### src/inc/i2cbc_pkg.sv
/*
 * Package for the bus-collision-aware condition generator of the two-wire master:
 * register offsets, field positions, reset values, states and carrier structs.
 * Assumes a 32-bit Avalon-MM slave port with byte addressing, one register per word.
 */
// Overview of operation
// - start request flags collision if data or clock already low at start
// - start collision aborts start, sets collision flag, module returns idle
// - start releases lines; data high loads counter; clock low then is collision
// - data low during first start count resets counter and drives data low now
// - data high at count end: drive data low, recount ignoring clock, then clock low
// - restart: data low when clock rises is a collision
// - restart releases data, counts, releases clock, samples data once clock high
// - restart: data high reloads counter; later data fall is no collision
// - restart: clock falling before expiry while data undriven is collision
// - restart expiry with both high: drive data low, recount, then clock low
// - stop holds data low, releases clock, counts once clock high, releases data, recounts, then samples data
// - stop: data still low after final count is collision
// - stop: clock low once seen high after release, until the final count ends, is collision
// - any collision releases both lines and clears sequence request bits
// - after collision keep watching; stop seen on bus sets event flag
`default_nettype none
package i2cbc_pkg;
   localparam logic [7:0] REG_SEQ_CTRL   = 8'h00; // sequence_control_reg
   localparam logic [7:0] REG_BAUD       = 8'h04; // baud_reload_value
   localparam logic [7:0] REG_IRQ_FLAGS  = 8'h08; // peripheral_irq_flags
   localparam logic [7:0] REG_IRQ_ENABLE = 8'h0C; // peripheral_irq_enable
   localparam logic [7:0] REG_STATUS     = 8'h10; // live line and state view
   localparam int SEQ_START_BIT   = 0;
   localparam int SEQ_RESTART_BIT = 1;
   localparam int SEQ_STOP_BIT    = 2;
   localparam int FLG_EVENT_BIT   = 3;
   localparam int FLG_COLL_BIT    = 5;
   localparam logic [7:0] BAUD_RESET  = 8'h13;
   localparam logic [7:0] FLAGS_MASK  = 8'h28;
   localparam logic [31:0] READ_ZERO  = 32'h00000000;

   typedef enum logic [3:0] {
      ST_IDLE, ST_S_WAIT, ST_S_CNT1, ST_S_CNT2,
      ST_R_CNT1, ST_R_SCLWAIT, ST_R_CNT2, ST_R_CNT3,
      ST_P_SDAWAIT, ST_P_SCLWAIT, ST_P_CNT1, ST_P_CNT2
   } i2cbc_state_e;

   typedef struct packed {
      logic sda;
      logic scl;
   } i2cbc_lines_s;
endpackage
`default_nettype wire

### src/logic/i2cbc_core.sv
/*
 * Start / repeated start / stop generator with bus collision detection,
 * Avalon-MM register slave and a level interrupt.
 * Assumes open-drain bus pins resolved outside; pin inputs are asynchronous.
 */
`default_nettype none
module i2cbc_core
   import i2cbc_pkg::*;
(
   // clock, reset, enable
   input  wire logic        clk,
   input  wire logic        reset,
   input  wire logic        clk_en,
   // avalon-mm slave
   input  wire logic [7:0]  avs_address,
   input  wire logic        avs_read,
   input  wire logic        avs_write,
   input  wire logic [31:0] avs_writedata,
   input  wire logic [3:0]  avs_byteenable,
   output logic [31:0]      avs_readdata,
   output logic             avs_waitrequest,
   // two-wire bus pins
   input  wire logic        sda_in,
   output logic             sda_out,
   output logic             sda_oe,
   input  wire logic        scl_in,
   output logic             scl_out,
   output logic             scl_oe,
   // interrupt
   output logic             irq
);
   i2cbc_lines_s   meta_q, line_q, prev_q;
   i2cbc_state_e   state_q;
   logic [7:0]     cnt_q, baud_q, flags_q, ien_q;
   logic [2:0]     seq_q;
   logic           sda_drv_q, scl_drv_q, ack_q;
   logic           coll_ev, stop_ev, done_ev, expired;

   // two-stage synchroniser; first stage read only by the second
   always_ff @(posedge clk or posedge reset)
      if (reset)
      begin
         meta_q <= '{sda: 1'b1, scl: 1'b1};
         line_q <= '{sda: 1'b1, scl: 1'b1};
         prev_q <= '{sda: 1'b1, scl: 1'b1};
      end
      else if (clk_en)
      begin
         meta_q <= '{sda: sda_in, scl: scl_in};
         line_q <= meta_q;
         prev_q <= line_q;
      end

   assign expired = (cnt_q == 8'h00);
   // stop on bus: data rises while clock high
   assign stop_ev = line_q.scl && prev_q.scl && line_q.sda && !prev_q.sda;

   always_comb
   begin
      coll_ev = 1'b0;
      done_ev = 1'b0;
      unique case (state_q)
         ST_S_WAIT:    coll_ev = !line_q.sda || !line_q.scl;
         ST_S_CNT1:    coll_ev = line_q.sda && !line_q.scl;
         ST_S_CNT2:    done_ev = expired;
         ST_R_SCLWAIT: coll_ev = line_q.scl && !line_q.sda;
         ST_R_CNT2:    coll_ev = prev_q.scl && !line_q.scl && !sda_drv_q;
         ST_R_CNT3:    done_ev = expired;
         ST_P_SCLWAIT: coll_ev = 1'b0;
         ST_P_CNT1:    coll_ev = !line_q.scl;
         ST_P_CNT2:    coll_ev = !line_q.scl || (expired && !line_q.sda);
         default:      coll_ev = 1'b0;
      endcase
      if (state_q == ST_P_CNT2 && expired && line_q.sda && line_q.scl)
         done_ev = 1'b1;
   end

   // condition sequencer
   always_ff @(posedge clk or posedge reset)
      if (reset)
      begin
         state_q   <= ST_IDLE;
         cnt_q     <= 8'h00;
         sda_drv_q <= 1'b0;
         scl_drv_q <= 1'b0;
      end
      else if (clk_en)
      begin
         if (cnt_q != 8'h00)
            cnt_q <= cnt_q - 8'h01;
         if (coll_ev)
         begin
            state_q   <= ST_IDLE;
            sda_drv_q <= 1'b0;
            scl_drv_q <= 1'b0;
         end
         else
            unique case (state_q)
               ST_IDLE:
                  if (seq_q[SEQ_START_BIT])
                  begin
                     sda_drv_q <= 1'b0;
                     scl_drv_q <= 1'b0;
                     state_q   <= ST_S_WAIT;
                  end
                  else if (seq_q[SEQ_RESTART_BIT])
                  begin
                     sda_drv_q <= 1'b0;
                     cnt_q     <= baud_q;
                     state_q   <= ST_R_CNT1;
                  end
                  else if (seq_q[SEQ_STOP_BIT])
                  begin
                     sda_drv_q <= 1'b1;
                     state_q   <= ST_P_SDAWAIT;
                  end
               ST_S_WAIT:
               begin
                  cnt_q   <= baud_q;
                  state_q <= ST_S_CNT1;
               end
               ST_S_CNT1:
                  if (!line_q.sda)
                  begin
                     cnt_q     <= baud_q;
                     sda_drv_q <= 1'b1;
                     state_q   <= ST_S_CNT2;
                  end
                  else if (expired)
                  begin
                     sda_drv_q <= 1'b1;
                     cnt_q     <= baud_q;
                     state_q   <= ST_S_CNT2;
                  end
               ST_S_CNT2:
                  if (expired)
                  begin
                     scl_drv_q <= 1'b1;
                     state_q   <= ST_IDLE;
                  end
               ST_R_CNT1:
                  if (expired)
                  begin
                     scl_drv_q <= 1'b0;
                     state_q   <= ST_R_SCLWAIT;
                  end
               ST_R_SCLWAIT:
                  if (line_q.scl)
                  begin
                     cnt_q   <= baud_q;
                     state_q <= ST_R_CNT2;
                  end
               ST_R_CNT2:
                  if (!line_q.sda && !sda_drv_q)
                  begin
                     sda_drv_q <= 1'b1;
                     cnt_q     <= baud_q;
                     state_q   <= ST_R_CNT3;
                  end
                  else if (expired)
                  begin
                     sda_drv_q <= 1'b1;
                     cnt_q     <= baud_q;
                     state_q   <= ST_R_CNT3;
                  end
               ST_R_CNT3:
                  if (expired)
                  begin
                     scl_drv_q <= 1'b1;
                     state_q   <= ST_IDLE;
                  end
               ST_P_SDAWAIT:
                  if (!line_q.sda)
                  begin
                     scl_drv_q <= 1'b0;
                     state_q   <= ST_P_SCLWAIT;
                  end
               ST_P_SCLWAIT:
                  if (line_q.scl)
                  begin
                     cnt_q   <= baud_q;
                     state_q <= ST_P_CNT1;
                  end
               ST_P_CNT1:
                  if (expired)
                  begin
                     sda_drv_q <= 1'b0;
                     cnt_q     <= baud_q;
                     state_q   <= ST_P_CNT2;
                  end
               ST_P_CNT2:
                  if (expired)
                     state_q <= ST_IDLE;
               default:
                  state_q <= ST_IDLE;
            endcase
      end

   // pins: only low is ever driven
   always_ff @(posedge clk or posedge reset)
      if (reset)
      begin
         sda_out <= 1'b0;
         scl_out <= 1'b0;
         sda_oe  <= 1'b0;
         scl_oe  <= 1'b0;
      end
      else if (clk_en)
      begin
         sda_out <= 1'b0;
         scl_out <= 1'b0;
         sda_oe  <= sda_drv_q && !coll_ev;
         scl_oe  <= scl_drv_q && !coll_ev;
      end

   // sequence request bits, cleared on completion or collision
   always_ff @(posedge clk or posedge reset)
      if (reset)
         seq_q <= 3'h0;
      else if (clk_en)
      begin
         if (coll_ev || done_ev)
            seq_q <= 3'h0;
         else if (avs_write && !ack_q && avs_address == REG_SEQ_CTRL && avs_byteenable[0]
                  && state_q == ST_IDLE)
            seq_q <= avs_writedata[2:0];
      end

   // sticky flags: hardware set beats write-one-to-clear
   always_ff @(posedge clk or posedge reset)
      if (reset)
         flags_q <= 8'h00;
      else if (clk_en)
      begin
         for (int i = 0; i < 8; i++)
         begin
            if ((i == FLG_COLL_BIT && coll_ev)
                || (i == FLG_EVENT_BIT && (done_ev || stop_ev)))
               flags_q[i] <= 1'b1;
            else if (avs_write && !ack_q && avs_address == REG_IRQ_FLAGS && avs_byteenable[0]
                     && avs_writedata[i])
               flags_q[i] <= 1'b0;
         end
      end

   // software registers and bus answer; one wait cycle per access
   always_ff @(posedge clk or posedge reset)
      if (reset)
      begin
         baud_q          <= BAUD_RESET;
         ien_q           <= 8'h00;
         ack_q           <= 1'b0;
         avs_waitrequest <= 1'b1;
         avs_readdata    <= READ_ZERO;
      end
      else if (clk_en)
      begin
         ack_q           <= (avs_read || avs_write) && !ack_q;
         avs_waitrequest <= !((avs_read || avs_write) && !ack_q);
         if (avs_write && !ack_q && avs_byteenable[0])
            unique case (avs_address)
               REG_BAUD:       baud_q <= avs_writedata[7:0];
               REG_IRQ_ENABLE: ien_q  <= avs_writedata[7:0] & FLAGS_MASK;
               default:        ;
            endcase
         if (avs_read && !ack_q)
            unique case (avs_address)
               REG_SEQ_CTRL:   avs_readdata <= {29'h0, seq_q};
               REG_BAUD:       avs_readdata <= {24'h0, baud_q};
               REG_IRQ_FLAGS:  avs_readdata <= {24'h0, flags_q};
               REG_IRQ_ENABLE: avs_readdata <= {24'h0, ien_q};
               REG_STATUS:     avs_readdata <= {22'h0, line_q.scl, line_q.sda, 4'h0, state_q};
               default:        avs_readdata <= READ_ZERO;
            endcase
      end

   always_ff @(posedge clk or posedge reset)
      if (reset)
         irq <= 1'b0;
      else if (clk_en)
         irq <= |(flags_q & ien_q);

   // assertions
   property p_start_coll;
      @(posedge clk) disable iff (reset)
      clk_en && state_q == ST_S_WAIT && !line_q.scl |=> flags_q[FLG_COLL_BIT] && state_q == ST_IDLE;
   endproperty
   a_start_coll: assert property (p_start_coll) else $error("start collision missed");

   property p_coll_release;
      @(posedge clk) disable iff (reset)
      clk_en && coll_ev |=> !sda_oe && !scl_oe && seq_q == 3'h0;
   endproperty
   a_coll_release: assert property (p_coll_release) else $error("lines not released");

   property p_early_sda;
      @(posedge clk) disable iff (reset)
      clk_en && state_q == ST_S_CNT1 && !line_q.sda |=> sda_drv_q && cnt_q == baud_q;
   endproperty
   a_early_sda: assert property (p_early_sda) else $error("early data drive missed");

   property p_start_done;
      @(posedge clk) disable iff (reset)
      clk_en && state_q == ST_S_CNT2 && expired |=> scl_drv_q ##1 scl_oe;
   endproperty
   a_start_done: assert property (p_start_done) else $error("clock not driven low");

   property p_rs_coll;
      @(posedge clk) disable iff (reset)
      clk_en && state_q == ST_R_SCLWAIT && line_q.scl && !line_q.sda |=> flags_q[FLG_COLL_BIT];
   endproperty
   a_rs_coll: assert property (p_rs_coll) else $error("restart data-low collision missed");

   property p_rs_clk_fall;
      @(posedge clk) disable iff (reset)
      clk_en && state_q == ST_R_CNT2 && $fell(line_q.scl) && !sda_drv_q |=> state_q == ST_IDLE;
   endproperty
   a_rs_clk_fall: assert property (p_rs_clk_fall) else $error("restart clock-fall collision missed");

   property p_stop_coll;
      @(posedge clk) disable iff (reset)
      clk_en && state_q == ST_P_CNT2 && expired && !line_q.sda |=> flags_q[FLG_COLL_BIT];
   endproperty
   a_stop_coll: assert property (p_stop_coll) else $error("stop collision missed");

   property p_irq;
      @(posedge clk) disable iff (reset)
      clk_en && !(flags_q[FLG_COLL_BIT] && ien_q[FLG_COLL_BIT]) && !(flags_q[FLG_EVENT_BIT] && ien_q[FLG_EVENT_BIT])
      |=> !irq;
   endproperty
   a_irq: assert property (p_irq) else $error("interrupt without enabled flag");

   property p_start_clk_low;
      @(posedge clk) disable iff (reset)
      clk_en && state_q == ST_S_CNT1 && line_q.sda && !line_q.scl |=> flags_q[FLG_COLL_BIT] && state_q == ST_IDLE;
   endproperty
   a_start_clk_low: assert property (p_start_clk_low) else $error("start clock-low collision missed");

   property p_rs_done;
      @(posedge clk) disable iff (reset)
      clk_en && state_q == ST_R_CNT3 && expired |=> scl_drv_q && state_q == ST_IDLE && seq_q == 3'h0;
   endproperty
   a_rs_done: assert property (p_rs_done) else $error("restart did not end with clock low");

   property p_stop_clk_low;
      @(posedge clk) disable iff (reset)
      clk_en && state_q == ST_P_CNT1 && !line_q.scl |=> flags_q[FLG_COLL_BIT] && !scl_oe && !sda_oe;
   endproperty
   a_stop_clk_low: assert property (p_stop_clk_low) else $error("stop clock-low collision missed");

   property p_bus_stop;
      @(posedge clk) disable iff (reset)
      clk_en && stop_ev |=> flags_q[FLG_EVENT_BIT];
   endproperty
   a_bus_stop: assert property (p_bus_stop) else $error("stop on bus not flagged");

   // frozen block must not see bus edges either, or it would miss them later
   property p_freeze;
      @(posedge clk) disable iff (reset)
      !clk_en |=> $stable(state_q) && $stable(cnt_q) && $stable(flags_q) && $stable(line_q);
   endproperty
   a_freeze: assert property (p_freeze) else $error("state moved while clock enable low");
endmodule
`default_nettype wire

### config.mk
export PLATFORM = sky130hd
export DESIGN_NAME = i2cbc_core
export DESIGN_NICKNAME = d
export VERILOG_FILES = /design/src/inc/i2cbc_pkg.sv /design/src/logic/i2cbc_core.sv
export SDC_FILE = /design/constraint.sdc
export NUM_CORES = 1
export LEC_CHECK = 0
export ABC_CLOCK_PERIOD_IN_PS = 2700
export BUFFER_PORTS_ARGS = -buffer_cell sky130_fd_sc_hd__buf_2
export CELL_PAD_IN_SITES_DETAIL_PLACEMENT = 1
export CELL_PAD_IN_SITES_GLOBAL_PLACEMENT = 1
export CORE_MARGIN = 2
export CORE_UTILIZATION = 25
export CTS_BUF_LIST = sky130_fd_sc_hd__clkbuf_16
export DETAILED_ROUTE_END_ITERATION = 8
export PLACE_DENSITY_LB_ADDON = 0.1
export SETUP_SLACK_MARGIN = 0.02
export SLEW_MARGIN = 20
export SYNTH_ARGS = -nofsm -noshare
export SYNTH_HDL_FRONTEND = slang
export SYNTH_SLANG_ARGS = --single-unit
### constraint.sdc
create_clock -name clk -period 2.7 [get_ports clk]
set_input_delay 0.135 -clock clk [delete_from_list [all_inputs] [get_ports clk]]
set_output_delay 0.135 -clock clk [all_outputs]
set_load 0.01 [all_outputs]
# After elaboration in Yosys (flattened, before gate mapping)
# Cells that the tools add are included.
# classes
n_addsub,1
eq_ne,26
n_mux,48
bitwise,1
n_reduce_logical,59
# ops
op,count
8-bit 2-to-1 mux,8
4-bit 2-to-1 mux,14
10-bit one-hot mux with 5 select lines,1
8-bit one-hot mux with 6 select lines,1
4-bit one-hot mux with 10 select lines,1
1-bit logical AND,25
1-bit 2-to-1 mux,18
"3-bit inequality test, second input constant",6
"4-bit by 3-bit == test with 1-bit output, second input constant",4
"4-bit == test, second input constant",4
"8-bit by 4-bit == test with 1-bit output, second input constant",2
8-bit zero test,2
10-bit AND reduction,1
5-bit nonzero test,2
"4-bit by 2-bit == test with 1-bit output, second input constant",2
"8-bit by 3-bit == test with 1-bit output, second input constant",1
"8-bit by 5-bit == test with 1-bit output, second input constant",1
"4-bit inequality test, second input constant",2
1-bit one-hot mux with 4 select lines,2
2-bit AND reduction,4
8-bit nonzero test,1
8-bit OR reduction,1
"8-bit by 1-bit subtractor with 8-bit output, second input constant",1
1-bit zero test,7
14 further kinds,24
# totals
register_bits,72
input_bits,51
output_inout_bits,38
elab_cells,156

# Longest topological paths before layout
# Gate-level depths: netlist of the first run.
# logic_depth
word_depth,8
ltp_mapped,8

# Worst setup path after synthesis of the first run
# No wires, ideal clock.
# synth_path
kind,reg-to-reg
startpoint,register cnt_q[0]
endpoint,register scl_drv_q
arrival_time_ns,1.955
t_required_ns,2.575
slack_ns,0.620
stages_incl_launch_ff,9
period_less_slack_ns,2.080
path_cell_list,dfrtp_1 -> inv_1 -> ha_1 -> nor4b_4 -> and2_4 -> nand3_2 -> o311ai_4 -> o221ai_2 -> mux2_4
# synth_via
elab_chain_len,6
elab_cells_between_ends,11
# synth_rtl
element,line_no,source
from (decl),i2cbc_core.sv:34,"logic [7:0] cnt_q, baud_q, flags_q, ien_q;"
from (signal assigned),i2cbc_core.sv:90,cnt_q <= cnt_q - 8'h01;
from (signal assigned),i2cbc_core.sv:109,cnt_q <= baud_q;
from (signal assigned),i2cbc_core.sv:119,cnt_q <= baud_q;
8-bit zero test *,i2cbc_core.sv:54,assign expired = (cnt_q == 8'h00);
1-bit logical AND,i2cbc_core.sv:71,ST_P_CNT2: coll_ev = !line_q.scl || (expired && !line_q.sda);
1-bit logical OR,i2cbc_core.sv:71,
1-bit one-hot mux with 6 select lines,i2cbc_core.sv:62,unique case (state_q)
3-bit inequality test (no line) (tied with other cells),--,
6-bit AND reduction (no line),--,
to (signal assigned),i2cbc_core.sv:85,scl_drv_q <= 1'b0;
to (signal assigned),i2cbc_core.sv:95,scl_drv_q <= 1'b0;
to (signal assigned),i2cbc_core.sv:103,scl_drv_q <= 1'b0;
to (decl),i2cbc_core.sv:36,"logic sda_drv_q, scl_drv_q, ack_q;"
# Every way passes the cells marked *; elsewhere a longest branch is shown, timed or not.
# A chain may end at the register's enable or synchronous reset.

# Final worst setup path of the first run
# Ends and elaborated chain as after synthesis.

==> results.json, run 1 <==
{
  "switching_power_mw": 1.392,
  "grt_antenna_before_repair": 0,
  "hp-start": "avs_writedata[6]",
  "grt_max_degree": 37,
  "die_h_um": 118.5,
  "p_leak_nw": 1.637,
  "clockBufferDepth": 2,
  "cts_tree": "done",
  "drive_gt1_frac": 0.3061,
  "dp_hpwl_um": 7460,
  "die_w_um": 118.5,
  "dr.pass1.iters": 4,
  "root_buffer": "clkbuf_16",
  "clockPowerShare": 0.236,
  "final_nets": 430,
  "postRouteAntennaNets": 0,
  "multiInputGateArea_mm2": 0.001779,
  "slew-limit-headroom": 0.6194,
  "power_frac_comb": 0.445,
  "path_class": "flip-flop to flip-flop",
  "cts.reportedPaths.clkPinSlew_ns": 0.07,
  "yosysSeqAreaShare": 0.3856,
  "worst_setup_path_end_kind": "flip-flop",
  "synth_edf_count": 0,
  "hold_path_class": "input port to flip-flop",
  "p_int_mw": 2.093,
  "min_period_ns": 2.399,
  "fmax_ghz": 0.4169,
  "syn_inst": 336,
  "drv_cap": 0,
  "cp_slowest_cell": "dfrtp_1",
  "p_sw_frac": 0.3994,
  "pin_count": 89,
  "worstSetupStartpointType": "flip-flop",
  "hold_depth": 2,
  "initial_utilization": 0.2576,
  "grt_pass1_wl_um": 15590,
  "path_max_fanout": 5,
  "dr.first_iter.drc_count": 136,
  "irDropWorstVdd_uv": 350.6,
  "pwr-share-seq": 0.319,
  "synthToLayoutAreaGrowth_pct": 16.19,
  "worstSetupStartpoint": "cnt_q[0]",
  "hold_viol": 0,
  "syn_area_mm2": 0.003277,
  "async_reset_ff_frac": 1.000,
  "gp_congestion": 0.7589,
  "worst-r2r-cell-count": 8,
  "status": "finished clean",
  "cp.required_ns": 2.88,
  "fin_area_mm2": 0.003807,
  "rsz0062_at_grt": "no",
  "regArea_mm2": 0.001264,
  "io_buffers": 37,
  "ys_ff_latch": 50,
  "numClockSinks": 50,
  "synthFlopType": "dfrtp_1",
  "rr_startpoint": "cnt_q[0]",
  "fillerInstances": 1520,
  "place_area_mm2": 0.003608,
  "grt.total_usage": 0.1416,
  "avgRoutedWirePerCell_um": 17.84,
  "crit_arrival_ns": 2.58,
  "core_mm2": 0.01272,
  "grt_pass1_vias": 2678,
  "synthDistinctLibCells": 80,
  "drc": 0,
  "skew_ns": 0.006202,
  "cpPeakStageDelay_ns": 0.42,
  "wl_um": 9828,
  "ys_warn_count": 0,
  "die_area_mm2": 0.01404,
  "insertion_delay_ns": 0.30,
  "finalSetupViolCount": 0,
  "grt-ovfl-total": 0,
  "via_count": 2666,
  "drv_slew": 0,
  "syn_area_per_cell_um2": 9.753,
  "worst_pin_slew_ns": 0.5696,
  "cts_buffers": 5,
  "rows": 41,
  "via_per_inst": 4.838,
  "path_cells": "inv_1 > ha_1 > nor4b_4 > and2_4 > nand3_2 > o311ai_4 > o221ai_2 > mux2_4",
  "antenna_cells": 0,
  "finalSetupTns_ns": 0,
  "h-tree-depth": 2,
  "fin_crit_sh": 0.8884,
  "power_density_mw_per_mm2": 915.4
}
[flip-flops by register name, indices dropped and copies added (netlist names)]
| register | cells |
|---|---|
| scl_drv_q | 1 |
| avs_readdata | 10 |
| state_q | 4 |
| scl_oe | 1 |
| ack_q | 1 |
| sda_drv_q | 1 |
| line_q | 2 |
| meta_q | 2 |
| seq_q | 3 |
| ien_q | 2 |
| flags_q | 2 |
| baud_q | 8 |
| prev_q | 2 |
| sda_oe | 1 |
| cnt_q | 8 |
| irq | 1 |
| avs_waitrequest | 1 |
[placed cells by master, fill, tap and decap left out, types with 5 or more instances in the layout]
master | synthesis | layout
buf_4 | 26 | 17
nand2b_1 | 6 | 6
clkbuf_16 | 0 | 5
nor2b_1 | 5 | 5
dfrtp_1 | 40 | 40
mux2_2 | 17 | 17
nor3_1 | 6 | 6
inv_1 | 8 | 7
buf_2 | 7 | 37
nor2_1 | 17 | 17
dfstp_2 | 10 | 10
nand2_1 | 38 | 38
a221o_1 | 6 | 6
a22o_1 | 6 | 6
o21ai_0 | 29 | 29
a21oi_1 | 15 | 15
conb_1 | 1 | 24
[power by group through the flow]
stage	combinational [mW]	clock, mW	sequential [mW]
6_report	1.55	0.822	1.11
4_1_cts	1.56	0.851	1.11
5_1_grt	1.70	0.878	1.14
2_1_floorplan	1.19	0	1.01
3_3_place_gp	1.55	0	1.13
3_5_place_dp	1.55	0	1.13
[final cells by class]
class | count | share of cell area
Clock buffer | 5 | 0.03286
Clock inverter | 3 | 0.01676
Inverter | 10 | 0.009859
Multi-Input combinational cell | 256 | 0.4673
Sequential cell | 50 | 0.3319
Tap cell | 172 | 0.05652
Timing Repair Buffer | 55 | 0.08478
[cells in the mapped netlist (2+ instances only)]
| master | number | area, um^2 |
|---|---|---|
| buf_2 | 7 | 35.03 |
| nor2_1 | 17 | 63.81 |
| o221ai_1 | 2 | 17.52 |
| a221oi_1 | 2 | 17.52 |
| o21a_1 | 3 | 22.52 |
| a31oi_1 | 2 | 12.51 |
| nor4b_4 | 3 | 71.32 |
| a32o_1 | 4 | 40.04 |
| buf_1 | 2 | 7.510 |
| o2bb2ai_1 | 2 | 17.52 |
| or3_1 | 3 | 18.77 |
| buf_4 | 26 | 195.2 |
| a221o_1 | 6 | 60.06 |
| o21ai_0 | 29 | 145.1 |
| mux2_2 | 17 | 191.4 |
| a211oi_1 | 3 | 22.52 |
| o311a_1 | 2 | 20.02 |
| mux2i_1 | 2 | 20.02 |
| a21boi_0 | 3 | 22.52 |
| nand2b_1 | 6 | 37.54 |
| dfrtp_1 | 40 | 1001 |
| nand3_1 | 2 | 10.01 |
| nor2b_1 | 5 | 31.28 |
| nand4_1 | 3 | 18.77 |
| buf_6 | 2 | 22.52 |
| o31ai_1 | 2 | 15.01 |
| a22oi_1 | 3 | 22.52 |
| nor4_1 | 2 | 12.51 |
| dfstp_2 | 10 | 262.8 |
| nor3_1 | 6 | 30.03 |
| clkbuf_1 | 6 | 22.52 |
| o21bai_1 | 2 | 15.01 |
| o21ai_1 | 2 | 10.01 |
| a21oi_1 | 15 | 75.07 |
| nand2_1 | 38 | 142.6 |
| a22o_1 | 6 | 52.55 |
| inv_1 | 8 | 30.03 |
[routing by layer]
metal  wire [um]  track usage  share of wire
met1        4953       0.2055           0.50
met2        4519       0.2186           0.46
met3         248      0.02461          0.025
met4         106      0.03274          0.011
met5           0            0              0
[worst max-delay path: cells and delay by family (launching register included)]
family / cells / cell delay [ns]
AND/OR/NAND/NOR: 3 / 0.67
AO/OA/AOI/OAI: 2 / 0.56
flip-flops: 1 / 0.42
multiplexers: 1 / 0.31
adder cells (fa/ha/maj): 1 / 0.18
buffers and inverters: 1 / 0.13
[logic make-up (layout without fill, tap and decap cells)]
family,count (synthesis),after routing,synth area share
muxes,20,20,0.06911
AOI/OAI and AO/OA,104,104,0.2371
adders and majority gates,2,2,0.007254
buffers and inverters,53,73,0.09775
and+or+nand+nor,105,105,0.1993
xor gates and xnor gates,1,1,0.002673
other,1,24,0.001144
DFF,50,50,0.3856
[final timing paths]
| check | endpoint | slack [ns] |
|---|---|---|
| setup / recovery | scl_drv_q | 0.30 |
| hold / removal | baud_q[6] | 0.08 |
| setup reg to reg | scl_drv_q | 0.30 |
| hold reg to reg | avs_readdata[6] | 0.47 |
| max in group asynchronous | baud_q[1] | 1.53 |
| min in group asynchronous | sda_oe | 0.35 |
[repair_timing]
| action | 4_1_cts | 5_1_grt |
|---|---|---|
| buffers inserted | 0 | 0 |
| gates resized for setup | 0 | 0 |
| hold buffers | 1 | 0 |
| hold endpoints to repair | 7 | 0 |
[through the flow]
| stage | hold slack [ns] | power, mW | setup slack [ns] | cells | utilization |
|---|---|---|---|---|---|
| finish | 0.07517 | 3.485 | 0.3014 | 551 | 0.2993 |
| global route | 0.07034 | 3.721 | 0.1571 | 551 | 0.2993 |
| CTS | 0.06636 | 3.524 | 0.2826 | 551 | 0.2993 |
| detailed placement | 0.1184 | 2.676 | 0.3040 | 542 | 0.2836 |
| global placement | 0.1064 | 2.679 | 0.3175 | 542 | 0.2836 |
| floorplan | 0.2855 | 2.203 | 0.6196 | 359 | - |
Power figures use the tool's default switching activity.
==> run 2: changes to the inputs <==
--- a/config.mk
+++ b/config.mk
@@ -13,6 +13,7 @@
 export CORE_UTILIZATION = 25
 export CTS_BUF_LIST = sky130_fd_sc_hd__clkbuf_16
 export DETAILED_ROUTE_END_ITERATION = 8
+export MAX_ROUTING_LAYER = met4
 export PLACE_DENSITY_LB_ADDON = 0.1
 export SETUP_SLACK_MARGIN = 0.02
 export SLEW_MARGIN = 20
==> results.json, run 2 (same netlist as run 1, synthesis figures left out) <==
{
  "status": "finished clean",
  "final_nets": 430,
  "hold_viol": 0,
  "regMostFlops": "avs_readdata",
  "via_per_inst": 4.831,
  "grt-ovfl-total": 0,
  "path_max_fanout": 5,
  "rows": 41,
  "dr.pass1.iters": 5,
  "synthToLayoutAreaGrowth_pct": 16.19,
  "gp_congestion": 0.7688,
  "fin_area_mm2": 0.003807,
  "io_buffers": 37,
  "rsz0062_at_grt": "no",
  "worstSetupStartpointType": "flip-flop",
  "path_cells": "inv_1 > ha_1 > nor4b_4 > and2_4 > nand3_2 > o311ai_4 > o221ai_2 > mux2_4",
  "p_leak_nw": 1.637,
  "fillerInstances": 1520,
  "worst_pin_slew_ns": 0.5706,
  "grt.total_usage": 0.1456,
  "grt_pass1_vias": 2680,
  "drv_cap": 0,
  "use_met2": 0.2171,
  "worst_setup_path_end_kind": "flip-flop",
  "h-tree-depth": 2,
  "pin_count": 89,
  "grt_antenna_before_repair": 0,
  "die_w_um": 118.5,
  "worst-r2r-cell-count": 8,
  "fin_crit_sh": 0.8877,
  "antenna_cells": 0,
  "via_count": 2662,
  "min_period_ns": 2.397,
  "die_area_mm2": 0.01404,
  "hp-start": "avs_writedata[4]",
  "cts_buffers": 5,
  "dp_hpwl_um": 7460,
  "setup_ws_ns": 0.3033,
  "cts_tree": "done",
  "top_regs": "avs_readdata: 10 flops, baud_q: 8 flops, cnt_q: 8 flops",
  "cts_setup_buffers": 0,
  "grt_pass1_wl_um": 15560,
  "finalSetupTns_ns": 0,
  "cp_slowest_cell": "dfrtp_1",
  "core_mm2": 0.01272,
  "mostFrequentLayoutCell": "dfrtp_1",
  "use_met3": 0.02461,
  "use_met1": 0.2067,
  "fmax_ghz": 0.4172,
  "dp_cells": 542,
  "dpl_worst_slack_ns": 0.3040,
  "r2r_slack_ns": 0.30,
  "grt_max_degree": 37,
  "clockBufferDepth": 2,
  "rr_startpoint": "cnt_q[0]",
  "irDropWorstVdd_uv": 347.1,
  "finalSetupViolCount": 0,
  "cts.reportedPaths.clkPinSlew_ns": 0.07,
  "numClockSinks": 50,
  "crit_arrival_ns": 2.57,
  "hold_depth": 2,
  "grt.busiest_layer": "met2",
  "drv_slew": 0,
  "insertion_delay_ns": 0.30,
  "largest_reg_flops": 10,
  "place_area_mm2": 0.003608,
  "cpPeakStageDelay_ns": 0.42,
  "stdcell_count": 551,
  "power_mw": 3.483,
  "die_h_um": 118.5,
  "root_buffer": "clkbuf_16",
  "drive_gt1_frac": 0.3061,
  "initial_utilization": 0.2576,
  "final_core_util": 0.2993,
  "power_density_mw_per_mm2": 914.8,
  "drc": 0,
  "layout_common_cells": "dfrtp_1, nand2_1, buf_2, o21ai_0, conb_1",
  "skew_ns": 0.007727,
  "avgRoutedWirePerCell_um": 17.86,
  "path_class": "flip-flop to flip-flop",
  "postRouteAntennaNets": 0,
  "holdPathEnd": "baud_q[4]",
  "hold_path_class": "input port to flip-flop",
  "dr.first_iter.drc_count": 120,
  "reg2reg_to": "scl_drv_q",
  "cp.required_ns": 2.88,
  "whs_ns": 0.07617,
  "slew-limit-headroom": 0.6187,
  "wl_um": 9842
}
[run 2: cell counts in the layout (fill, tap and decap cells not counted)]
Identical to the previous run, type by type.
[run 2: final cells by class]
class | instances | area [um^2] | area share
clock buffer | 5 | 125.1 | 0.03286
clock inverter | 3 | 63.81 | 0.01676
inverter | 10 | 37.54 | 0.009859
multi-input combinational | 256 | 1779 | 0.4673
sequential | 50 | 1264 | 0.3319
tap | 172 | 215.2 | 0.05652
timing repair buffer | 55 | 322.8 | 0.08478
[run 2: worst max-delay path by stage]
stage / to / slack [ns] / cells past startpoint / from
after detailed placement: scl_drv_q / 0.30 / 8 / cnt_q[0]
after global placement: scl_drv_q / 0.32 / 8 / cnt_q[0]
final: scl_drv_q / 0.30 / 8 / cnt_q[0]
after CTS: scl_drv_q / 0.28 / 8 / cnt_q[0]
after global routing: scl_drv_q / 0.16 / 8 / cnt_q[0]
after floorplan: scl_drv_q / 0.62 / 8 / cnt_q[0]
[run 2: layer usage]
layer | wire length (um) | vias up
met5 | 0 | -
met4 | 89 | 0
met3 | 211 | 7
met2 | 4521 | 32
met1 | 5019 | 1348
li1 | - | 1275
[run 2: critical path, delay by kind of cell (launching register included)]
family | cells | cell delay (ns)
AND/OR/NAND/NOR | 3 | 0.67
multiplexers | 1 | 0.31
AO/OA/AOI/OAI | 2 | 0.56
buffers and inverters | 1 | 0.12
flip-flops | 1 | 0.42
adder cells (fa/ha/maj) | 1 | 0.18
[run 2: report_power, final]
part           switching, mW  internal, mW  total (mW)
combinational          0.878         0.675        1.55
clock                  0.291         0.528       0.819
sequential             0.222         0.890        1.11
[run 2: repair_timing]
item,in CTS,in global routing
hold buffers,1,0
hold endpoints to repair,7,0
endpoints found under the setup margin,0,0
gates resized for setup,0,0
